--- src/inc/pio_pkg.sv ---
// Constants, register indices and field masks for the parallel port block
package pio_pkg;

	localparam int NPORT  = 11;
	localparam int PW     = 8;
	localparam int DW     = 32;
	localparam int ADDR_W = 12;
	localparam int IDX_W  = 10;
	localparam int NBIT   = NPORT * PW;

	////////////////////////////////////////////////////////////////////////
	// Register indices; byte address is four times the index
	localparam logic [IDX_W-1:0] IDX_PORT0_DATA = 10'h000;
	localparam logic [IDX_W-1:0] IDX_PORT1_DATA = 10'h001;
	localparam logic [IDX_W-1:0] IDX_PORT2_DATA = 10'h002;
	localparam logic [IDX_W-1:0] IDX_PORT3_DATA = 10'h003;
	localparam logic [IDX_W-1:0] IDX_PORT4_DATA = 10'h004;
	localparam logic [IDX_W-1:0] IDX_PORT5_DATA = 10'h005;
	localparam logic [IDX_W-1:0] IDX_PORT6_DATA = 10'h006;
	localparam logic [IDX_W-1:0] IDX_PORT7_DATA = 10'h007;
	localparam logic [IDX_W-1:0] IDX_PORT8_DATA = 10'h008;
	localparam logic [IDX_W-1:0] IDX_PORT9_DATA = 10'h009;
	localparam logic [IDX_W-1:0] IDX_PORTA_DATA = 10'h00A;
	localparam logic [IDX_W-1:0] IDX_DIR_BASE   = 10'h010;
	localparam logic [IDX_W-1:0] IDX_DIR_LAST   = 10'h01A;
	localparam logic [IDX_W-1:0] IDX_LOW_LAST   = 10'h0FF;

	////////////////////////////////////////////////////////////////////////
	// Implemented bits and reset values
	localparam logic [PW-1:0] MASK_FULL      = 8'hFF;
	localparam logic [PW-1:0] MASK_PORT7     = 8'h1F;
	localparam logic [PW-1:0] MASK_PORT8     = 8'h7F;
	localparam logic [PW-1:0] MASK_PORTA     = 8'h07;
	localparam logic [PW-1:0] DATA_RST       = 8'h00;
	localparam logic [PW-1:0] PORT4_DATA_RST = 8'h80;
	localparam logic [PW-1:0] DIR_RST        = 8'h00;
	localparam int            PORT4          = 4;
	localparam int            PORT7          = 7;
	localparam int            PORT8          = 8;
	localparam int            PORTA          = 10;

	function automatic logic [PW-1:0] portMask(input int i);
		case (i)
			PORT7:   portMask = MASK_PORT7;
			PORT8:   portMask = MASK_PORT8;
			PORTA:   portMask = MASK_PORTA;
			default: portMask = MASK_FULL;
		endcase
	endfunction : portMask

	function automatic logic [PW-1:0] portRst(input int i);
		portRst = (i == PORT4) ? PORT4_DATA_RST : DATA_RST;
	endfunction : portRst

endpackage : pio_pkg

--- src/inc/pio_port_if.sv ---
// Write strobes and register contents between bus decode and one port
`timescale 1ns/1ps
interface pio_port_if;
	logic [pio_pkg::PW-1:0] wrData;
	logic                   dataWe;
	logic                   dirWe;
	logic                   ce;
	logic [pio_pkg::PW-1:0] latch;
	logic [pio_pkg::PW-1:0] dir;
	modport ctrl (output wrData, dataWe, dirWe, ce, input latch, dir);
	modport port (input wrData, dataWe, dirWe, ce, output latch, dir);
endinterface : pio_port_if

--- src/verilog/pio_port.sv ---
// One port: output latch, direction bits and pin drive
`timescale 1ns/1ps
module pio_port
	import pio_pkg::*;
#(
	parameter logic [PW-1:0] MASK = MASK_FULL,
	parameter logic [PW-1:0] RST  = DATA_RST
) (
	input  wire logic          mclk,
	input  wire logic          reset_n,
	pio_port_if.port           bus,
	input  wire logic [PW-1:0] claim,
	input  wire logic [PW-1:0] perOut,
	input  wire logic [PW-1:0] perOe,
	output logic      [PW-1:0] pinOut,
	output logic      [PW-1:0] pinOe
);
	logic [PW-1:0] latch_reg;
	logic [PW-1:0] latch_next;
	logic [PW-1:0] dir_reg;
	logic [PW-1:0] dir_next;

	assign latch_next = bus.dataWe ? (bus.wrData & MASK) : latch_reg;
	assign dir_next   = bus.dirWe ? (bus.wrData & MASK) : dir_reg;

	always_ff @(posedge mclk or negedge reset_n) begin
		if (!reset_n) begin
			latch_reg <= RST;
			dir_reg   <= DIR_RST;
		end else if (bus.ce) begin
			latch_reg <= latch_next;
			dir_reg   <= dir_next;
		end
	end

	// Peripheral owns claimed pins, direction bit owns the rest
	assign pinOut = ((claim & perOut) | (~claim & latch_reg)) & MASK;
	assign pinOe  = ((claim & perOe) | (~claim & dir_reg)) & MASK;

	assign bus.latch = latch_reg;
	assign bus.dir   = dir_reg;
endmodule : pio_port

--- src/verilog/pio_sync.sv ---
// Two-stage synchroniser for the pin inputs
`timescale 1ns/1ps
module pio_sync #(
	parameter int W = 8
) (
	input  wire logic         mclk,
	input  wire logic         reset_n,
	input  wire logic         ce,
	input  wire logic [W-1:0] din,
	output logic      [W-1:0] dout
);
	logic [W-1:0] meta_reg;
	logic [W-1:0] sync_reg;

	always_ff @(posedge mclk or negedge reset_n) begin
		if (!reset_n) begin
			meta_reg <= '0;
			sync_reg <= '0;
		end else if (ce) begin
			meta_reg <= din;
			sync_reg <= meta_reg;
		end
	end

	assign dout = sync_reg;
endmodule : pio_sync

--- src/verilog/pio_top.sv ---
// Parallel I/O ports with APB register access
//
// Contract
// - Unclaimed pin is input or output as its direction bit says.
// - Reading an input pin's data bit returns the sampled pin level.
// - Reading an output pin's data bit returns the output latch.
// - Read phase of read-modify-write uses the same selection as reads.
// - Peripheral-claimed pin reads back the peripheral's output, any direction.
// - Eleven data registers sit consecutively from the bottom of the area.
// - Port seven implements only bits four down to zero.
// - Port eight implements bits six down to zero.
// - Port ten implements only bits two down to zero.
// - Data latches reset unspecified, port four bit seven resets to one.
// - Reserved low addresses are answered internally, no external strobe.
// - A data write always updates the latch; pin shows it when output. Here a data write with pstrb[0] low leaves the latch unchanged.
// - Direction bit zero is input, one output; reset clears all.
`timescale 1ns/1ps
module pio_top
	import pio_pkg::*;
(
	input  wire logic                      mclk,
	input  wire logic                      reset_n,
	input  wire logic                      ce,
	input  wire logic                      psel,
	input  wire logic                      penable,
	input  wire logic                      pwrite,
	input  wire logic [pio_pkg::ADDR_W-1:0] paddr,
	input  wire logic [pio_pkg::DW-1:0]     pwdata,
	input  wire logic [3:0]                pstrb,
	output logic      [pio_pkg::DW-1:0]     prdata,
	output logic                           pready,
	output logic                           pslverr,
	output logic                           extStrobe,
	input  wire logic [pio_pkg::NBIT-1:0]   perClaim,
	input  wire logic [pio_pkg::NBIT-1:0]   perOut,
	input  wire logic [pio_pkg::NBIT-1:0]   perOe,
	input  wire logic [pio_pkg::NBIT-1:0]   pinIn,
	output logic      [pio_pkg::NBIT-1:0]   pinOut,
	output logic      [pio_pkg::NBIT-1:0]   pinOe
);

	////////////////////////////////////////////////////////////////////////
	// Declarations

	logic [IDX_W-1:0] idx;
	logic [IDX_W-1:0] dirOff;
	logic [3:0]       portSel;
	logic             aligned;
	logic             isData;
	logic             isDir;
	logic             inLow;
	logic             badAddr;
	logic             setupPhase;
	logic             accessPhase;
	logic             wrStrobe;
	logic             rdSetup;
	logic [PW-1:0]    readByte;
	logic [DW-1:0]    prdata_reg;
	logic [DW-1:0]    prdata_next;
	logic [NBIT-1:0]  pinSync;
	logic [NBIT-1:0]  latchAll;
	logic [NBIT-1:0]  dirAll;
	logic [NBIT-1:0]  maskAll;
	logic [NBIT-1:0]  rdBits;
	logic [PW-1:0]    rdArr [NPORT];
	logic [PW-1:0]    dirArr [NPORT];
	logic [PW-1:0]    latchSel;
	logic [PW-1:0]    dirSel;
	logic [PW-1:0]    pinSel;
	logic [PW-1:0]    claimSel;
	logic [PW-1:0]    perSel;
	logic [PW-1:0]    maskSel;
	logic [PW-1:0]    rdInMask;
	logic [PW-1:0]    rdOutMask;
	logic [PW-1:0]    rdPerMask;
	logic [PW-1:0]    dirRead;
	logic [NBIT-1:0]  wrExpect;
	logic [NBIT-1:0]  wrLane;
	logic [NBIT-1:0]  dirLane;
	logic             rsvdAccess;

	////////////////////////////////////////////////////////////////////////
	// Pin synchronisers

	pio_sync #(
		.W (NBIT)
	) u_sync (
		.mclk    (mclk),
		.reset_n (reset_n),
		.ce      (ce),
		.din     (pinIn),
		.dout    (pinSync)
	);

	////////////////////////////////////////////////////////////////////////
	// Address decode

	assign idx     = paddr[ADDR_W-1:2];
	assign aligned = (paddr[1:0] == 2'h0);
	// Data registers from index zero upward, one per word
	assign isData  = (idx <= IDX_PORTA_DATA);
	assign isDir   = (idx >= IDX_DIR_BASE) && (idx <= IDX_DIR_LAST);
	assign inLow   = (idx <= IDX_LOW_LAST);
	assign badAddr = !inLow || !aligned;
	assign dirOff  = idx - IDX_DIR_BASE;
	assign portSel = isDir ? dirOff[3:0] : idx[3:0];

	assign setupPhase  = psel && !penable && ce;
	assign accessPhase = psel && penable && ce;
	assign wrStrobe    = accessPhase && pwrite && pstrb[0] && !badAddr;
	assign rdSetup     = setupPhase && !pwrite;

	// Reserved low addresses complete here with zero data and no error
	assign extStrobe = 1'b0;

	////////////////////////////////////////////////////////////////////////
	// Port instances

	genvar gi;
	generate
		for (gi = 0; gi < NPORT; gi++) begin : g_port
			pio_port_if pbus ();

			assign pbus.wrData = pwdata[PW-1:0];
			assign pbus.dataWe = wrStrobe && isData && (portSel == 4'(gi));
			assign pbus.dirWe  = wrStrobe && isDir && (portSel == 4'(gi));
			assign pbus.ce     = ce;

			pio_port #(
				.MASK (portMask(gi)),
				.RST  (portRst(gi))
			) u_port (
				.mclk    (mclk),
				.reset_n (reset_n),
				.bus     (pbus.port),
				.claim   (perClaim[gi*PW +: PW]),
				.perOut  (perOut[gi*PW +: PW]),
				.perOe   (perOe[gi*PW +: PW]),
				.pinOut  (pinOut[gi*PW +: PW]),
				.pinOe   (pinOe[gi*PW +: PW])
			);

			assign latchAll[gi*PW +: PW] = pbus.latch;
			assign dirAll[gi*PW +: PW]   = pbus.dir;
			assign maskAll[gi*PW +: PW]  = portMask(gi);
			assign rdArr[gi]             = rdBits[gi*PW +: PW];
			assign dirArr[gi]            = pbus.dir;
		end
	endgenerate

	////////////////////////////////////////////////////////////////////////
	// Read-back selection, shared by plain reads and read-modify-write

	assign rdBits = ((perClaim & perOut)
		| (~perClaim & dirAll & latchAll)
		| (~perClaim & ~dirAll & pinSync))
		& maskAll;

	assign readByte = badAddr ? 8'h00 :
		(isData ? rdArr[portSel] :
		(isDir ? dirArr[portSel] : 8'h00));

	assign prdata_next = rdSetup ? {24'h000000, readByte} : prdata_reg;

	always_ff @(posedge mclk or negedge reset_n) begin
		if (!reset_n) begin
			prdata_reg <= 32'h00000000;
		end else if (ce) begin
			prdata_reg <= prdata_next;
		end
	end

	assign prdata  = prdata_reg;
	assign pready  = accessPhase;
	assign pslverr = accessPhase && badAddr;

	////////////////////////////////////////////////////////////////////////
	// Views of the addressed port for the checks below

	assign latchSel = (isData && !badAddr) ? latchAll[portSel*PW +: PW] : 8'h00;
	assign dirSel   = (isData && !badAddr) ? dirAll[portSel*PW +: PW] : 8'h00;
	assign pinSel   = (isData && !badAddr) ? pinSync[portSel*PW +: PW] : 8'h00;
	assign claimSel = (isData && !badAddr) ? perClaim[portSel*PW +: PW] : 8'h00;
	assign perSel   = (isData && !badAddr) ? perOut[portSel*PW +: PW] : 8'h00;
	assign maskSel  = (isData && !badAddr) ? maskAll[portSel*PW +: PW] : 8'h00;

	////////////////////////////////////////////////////////////////////////
	// Expected read masks and write lanes of the addressed register

	assign rdInMask   = ~dirSel & ~claimSel & maskSel;
	assign rdOutMask  = dirSel & ~claimSel & maskSel;
	assign rdPerMask  = claimSel & maskSel;
	assign dirRead    = (isDir && !badAddr) ? dirArr[portSel] : 8'h00;
	assign wrExpect   = {NPORT{pwdata[PW-1:0]}} & maskAll;
	assign wrLane     = NBIT'(maskSel) << (portSel * PW);
	assign dirLane    = (isDir && !badAddr) ?
		(NBIT'(maskAll[portSel*PW +: PW]) << (portSel * PW)) : '0;
	assign rsvdAccess = inLow && aligned && !isData && !isDir;
endmodule : pio_top
--- config.mk ---
export PLATFORM = sky130hd
export DESIGN_NAME = pio_top
export DESIGN_NICKNAME = d
export VERILOG_FILES = /design/src/inc/pio_pkg.sv /design/src/inc/pio_port_if.sv /design/src/verilog/pio_port.sv /design/src/verilog/pio_sync.sv /design/src/verilog/pio_top.sv
export SDC_FILE = /design/constraint.sdc
export NUM_CORES = 1
export LEC_CHECK = 0
export BUFFER_PORTS_ARGS = -buffer_cell sky130_fd_sc_hd__buf_2
export CAP_MARGIN = 20
export CORE_AREA = 2 2 240 242
export CTS_CLUSTER_SIZE = 25
export DETAILED_ROUTE_END_ITERATION = 16
export DIE_AREA = 0 0 242 244
export PLACE_DENSITY = 0.56
export SYNTH_ARGS = -nofsm -noshare
export SYNTH_HDL_FRONTEND = slang
export SYNTH_HIERARCHICAL = 1
export SYNTH_SLANG_ARGS = --single-unit
--- constraint.sdc ---
create_clock -name mclk -period 2 [get_ports mclk]
set_input_delay 0.2 -clock mclk [delete_from_list [all_inputs] [get_ports mclk]]
set_output_delay 0.2 -clock mclk [all_outputs]
set_load 0.05 [all_outputs]
# Word level (Yosys, flattened, before mapping)
# Index checks and enable logic that the tools add are counted.
# word_totals
word_cells	203
regBits	332
out_inout_bits	211
input_bits	406
# op_classes
n_mux	10
n_lt_le_gt_ge	5
reduce_logical	65
eq_ne	10
addsub	1
n_bitwise	87
# op_table
operator	n
bitwise AND 83 bit	5
bitwise AND 8 bit	32
NOT 83 bit	2
bitwise OR 83 bit	2
bitwise OR 8 bit	16
binary-select mux 8 bit (select 4 bit)	2
NOT 8 bit	8
2-to-1 mux 8 bit	7
AND reduction 2 bit	23
logical AND 1 bit	34
bitwise AND 7 bit	4
bitwise AND 5 bit	4
equality test 4 x 3 -> 1 bit (second input constant)	4
bitwise OR 7 bit	2
bitwise AND 3 bit	4
equality test 4 bit (second input constant)	3
>= comparator 10 x 5 -> 1 bit (second input constant)	1
<= comparator 10 x 4 -> 1 bit (second input constant)	1
<= comparator 10 x 5 -> 1 bit (second input constant)	1
<= comparator 10 x 8 -> 1 bit (second input constant)	1
bitwise OR 5 bit	2
equality test 4 x 2 -> 1 bit (second input constant)	2
NOT 7 bit	1
bitwise OR 3 bit	2
other kinds (11)	15

# Longest topological paths before layout
# logic_depth
word_depth	10
mapped_depth	9
ltp_nobuf	7

# Modules after synthesis
# The synthesis kept the hierarchy.
# by_module_without_submodules
module	cells_per_inst	n_inst	seq_area_each_um2	area_per_inst_um2
pio_sync	372	1	4404.2	7118.1
pio_port (g_port[0].u_port ...)	50	7	400.4	773.2
pio_top	492	1	200.2	3759.9
pio_port (g_port[4].u_port)	50	1	401.6	774.5
pio_port (g_port[8].u_port)	49	1	350.3	711.9
pio_port (g_port[7].u_port)	45	1	250.2	576.8
pio_port (g_port[10].u_port)	41	1	150.1	446.7

# Least setup slack after synthesis
# No wires, ideal clock.
# synth_path
path_kind	input-to-reg
startpoint	input port paddr[3] in the netlist's numbering
endpoint	register g_port[1].u_port.dir_reg[0]
path_slack_ps	3
n_path_buf	2
setup_ps	125
t_required_ps	1875
arrival_time_ps	1872
stages	9
path_cell_list	buf_2 buf_2 a21oi_1 o21ai_0 nor2_1 nand2_1 nor2_1 nand2_2 mux2_2
# synth_between
elab_chain_len	8
elab_cells_between_ends	14
cone_classes	add/sub (1); order compare (3); eq/ne (1); mux (1); reduce/logical (8)
# synth_rtl
item	line_no	rtl
start: declaration	pio_top.sv:27	input wire logic [pio_pkg::ADDR_W-1:0] paddr,
branches (longest 6 deep; another with >= comparator 10 x 5 -> 1 bit)	n/a	
logical AND 1 bit (*)	pio_top.sv:126	assign pbus.dirWe = wrStrobe && isDir && (portSel == 4'(gi));
net g_port[1].pbus.dirWe	pio_port_if.sv:6	logic dirWe;
AND reduction 2 bit (no line) (*)	n/a	
end signal: assignment	pio_port.sv:32	dir_reg <= dir_next;
end: declaration	pio_port.sv:20	logic [PW-1:0] dir_reg;
# Mark *: on every way through the listed nets, which the timed path passes.
# A chain may end at the register's enable or synchronous reset.

# Worst setup path in the final report
# layout_path
startpoint	register g_port[3].u_port.dir_reg[5]
endpoint	register prdata_reg[5] (netlist: prdata[5])
# layout_between
elab_chain_len	9
elab_cells_between_ends	16
cone_classes	mux (9); bitwise (7)
# layout_rtl
item	line_no	rtl
start: declaration	pio_port.sv:20	
start signal: assignment	pio_port.sv:32	
bitwise AND 83 bit / NOT 83 bit (equally long branches)	pio_top.sv:155, pio_top.sv:156	
bitwise AND 83 bit (on tied branches)	pio_top.sv:155, pio_top.sv:156	
bitwise OR 83 bit / bitwise AND 83 bit (equally long branches)	pio_top.sv:155, pio_top.sv:156	
bitwise OR 83 bit	pio_top.sv:156	| (~perClaim & ~dirAll & pinSync))
binary-select mux 8 bit (select 4 bit)	pio_top.sv:160	(isData ? rdArr[portSel] :
2-to-1 mux 8 bit (not written as such) (2 in series)	pio_top.sv:160	
2-to-1 mux 8 bit (*)	pio_top.sv:160	
2-to-1 mux 8 bit (*)	pio_top.sv:159	assign readByte = badAddr ? 8'h00 :
end signal: assignment	pio_top.sv:169	prdata_reg <= prdata_next;
end: declaration	pio_top.sv:58	logic [DW-1:0] prdata_reg;
# Mark *: on every way between the ends. The rest lies on a longest branch, timed or not. The select of a mux whose other input is x is not followed.

==> flow_summary_export.csv <==
group,metric,value,unit
timing,period_needed,2010,ps
global_routing,grt_pass1_vias,14451,
layout,seqCellArea,0.00811,mm2
timing,hold_slack,175,ps
floorplanning,dieArea,0.0590,mm2
layout,nNetsFinal,2467,
power,ir_drop,0.000556,V
clock_network,clock_latency,570,ps
synth,syn_area,0.0180,mm2
route,met3RoutedLength,3.79,mm
route,antenna_left,0,
layout,final-instance-count-excl-fill,2854,
layout,post-route-util,43.2,%
route,dr.pass1.iters,5,
timing,tightest_slew,710,ps
clock_network,cts_root_buffer,"clkbuf_16",
timing,finalSetupTns,-12.8,ps
route,drc,0,
floorplanning,top_level_ports,617,
floorplanning,rows,87,
power,combPwrFrac,19.9,%
layout,final_cell_mix,"buf_2, mux2_2, dfrtp_1",
layout,nFillCells,5290,
worst_setup_path,critPathLaunch,"g_port[3].u_port/bus.dir[5]",
global_routing,grt_pass1_wl,98.4,mm
timing,skew,21.3,ps
power,p_sw,5.28,mW
placement,portBuffers,510,
route,num_vias,14129,
global_routing,grt-ovfl-total,0,
timing,drv_slew,0,
timing,slew_headroom,52.7,%
clock_network,cts_max_level,2,
layout,synthToLayoutAreaGrowth,34.6,%
timing,setup_slack,-12.8,ps
route,drt_first_iter_violations,699,
placement,dp_hpwl,53.4,mm
worst_setup_path,regToRegEndpoint,"prdata[5]",
route,wirelength,68.8,mm
power,sw_frac_of_total,29.1,%
worst_setup_path,cp.required,2440,ps
layout,design_area,0.0243,mm2
synth,syn_avg_cell_area,13.3,um2
flow_run,maxCapViolations,0,
power,p_total,18.1,mW
timing,finalHoldViolCount,0,
worst_setup_path,crit_type,"reg2reg",
power,seqPwrFrac,39.8,%
layout,drive_above_1_share,59.5,%
timing,period_share,101,%
synth,synthesis.yosys.warnings,6,
worst_setup_path,r2r_slack,-10,ps
worst_setup_path,worst_path_largest_cell_delay,460,ps
timing,setup_violations,1,
worst_setup_path,worst_ep_arrival_time,2460,ps
route,highest_layer,"met5",
floorplanning,die_w,242,um
power,powerDensity,748,mW/mm2
global_routing,antenna_found_initial,5,
worst_setup_path,reg2reg_from,"g_port[3].u_port/bus.dir[5]",
clock_network,cts.sink_count,324,
placement,pre_cts_slack,-437,ps
power,p_leak,12.1,nW
route,wl_met1,30.3,mm
layout,layout_commonest_cell,"buf_2",
clock_network,clkTransAtPathRegs,60,ps
clock_network,clk_path_buf_depth,3,
worst_setup_path,crit_chain,"mux2i_1, o211ai_1, a211oi_1, o32a_1, o31ai_1",
min_path,hp-class,"in2async",
placement,placed_area,0.0221,mm2
route,drt-vias-per-instance,4.95,
worst_setup_path,cp_slowest_cell,"dfrtp_1",
global_routing,grt_max_degree,91,
worst_setup_path,cp_max_fo,4,
status,violations,"negative setup slack",
worst_setup_path,rr_worst_depth,5,
floorplanning,initial_core_util,32.1,%
timing,max_freq,497,MHz
global_routing,grt_use_total,22.8,%
power,p_int,12.9,mW
placement,dp.cells,2695,
floorplanning,die_y,244,um
floorplanning,core,0.0562,mm2
route,wl_per_cell,24.1,um
status,status,"finished with violations",
power,clock_power_share,40.3,%
route,met2_length,32.5,mm
worst_setup_path,startpoint_type,"flip-flop",
placement,routabilityCongestion,0.906,
clock_network,numCtsBuffers,40,
timing,rsz0062_at_grt,"no",
worst_setup_path,crit_path_end_kind,"flip-flop",
clock_network,tritoncts,"done",
layout,multi_input_area,0.00935,mm2
synth,netlist_instances,1354,
==> layer usage <==
metal  vias up  GRT usage, %
met1      7167          30.5
met5         -             0
met4         4          7.92
li1       6356             -
met2       503          36.9
met3        99          4.28
==> power by group through the flow <==
stage,combinational [mW],sequential [mW],clock [mW]
after CTS,3.64,7.21,7.52
after floorplan,2.22,7.22,0
after global routing,3.84,7.26,7.80
final,3.62,7.21,7.31
after detailed placement,3.50,7.32,0
after global placement,3.48,7.31,0
==> critical path: cells and delay by family (launching register included) <==
kind	cells	cell delay, ps
DFF	1	460
muxes	1	150
AOI/OAI and AO/OA	4	1280
==> layout make-up <==
| class | count | area share [%] |
|---|---|---|
| Antenna cell | 5 | 0.0516 |
| Clock buffer | 56 | 4.62 |
| Clock inverter | 18 | 0.851 |
| Inverter | 11 | 0.170 |
| Multi-Input combinational cell | 968 | 38.5 |
| Sequential cell | 324 | 33.4 |
| Tap cell | 756 | 3.90 |
| Timing Repair Buffer | 716 | 18.4 |
==> worst max-delay path by stage <==
stage | endpoint | slack [ps] | cells after the start
after floorplan | g_port[1].u_port/bus.dir[0] | 3 | 9
after global placement | prdata[4] | -410 | 7
after detailed placement | prdata[5] | -440 | 6
after CTS | prdata[6] | -10 | 6
after global routing | prdata[5] | 0.6 | 5
final | prdata[5] | -10 | 5
==> timing repair <==
action / CTS / global route
buffers inserted: 0 / 0
hold buffers: 80 / 0
endpoints found under the setup margin: 2 / 4
pin swaps: 0 / 2
endpoints found under the hold margin: 278 / 0
resized for setup: 2 / 5
(Power assumes the default switching activity.)
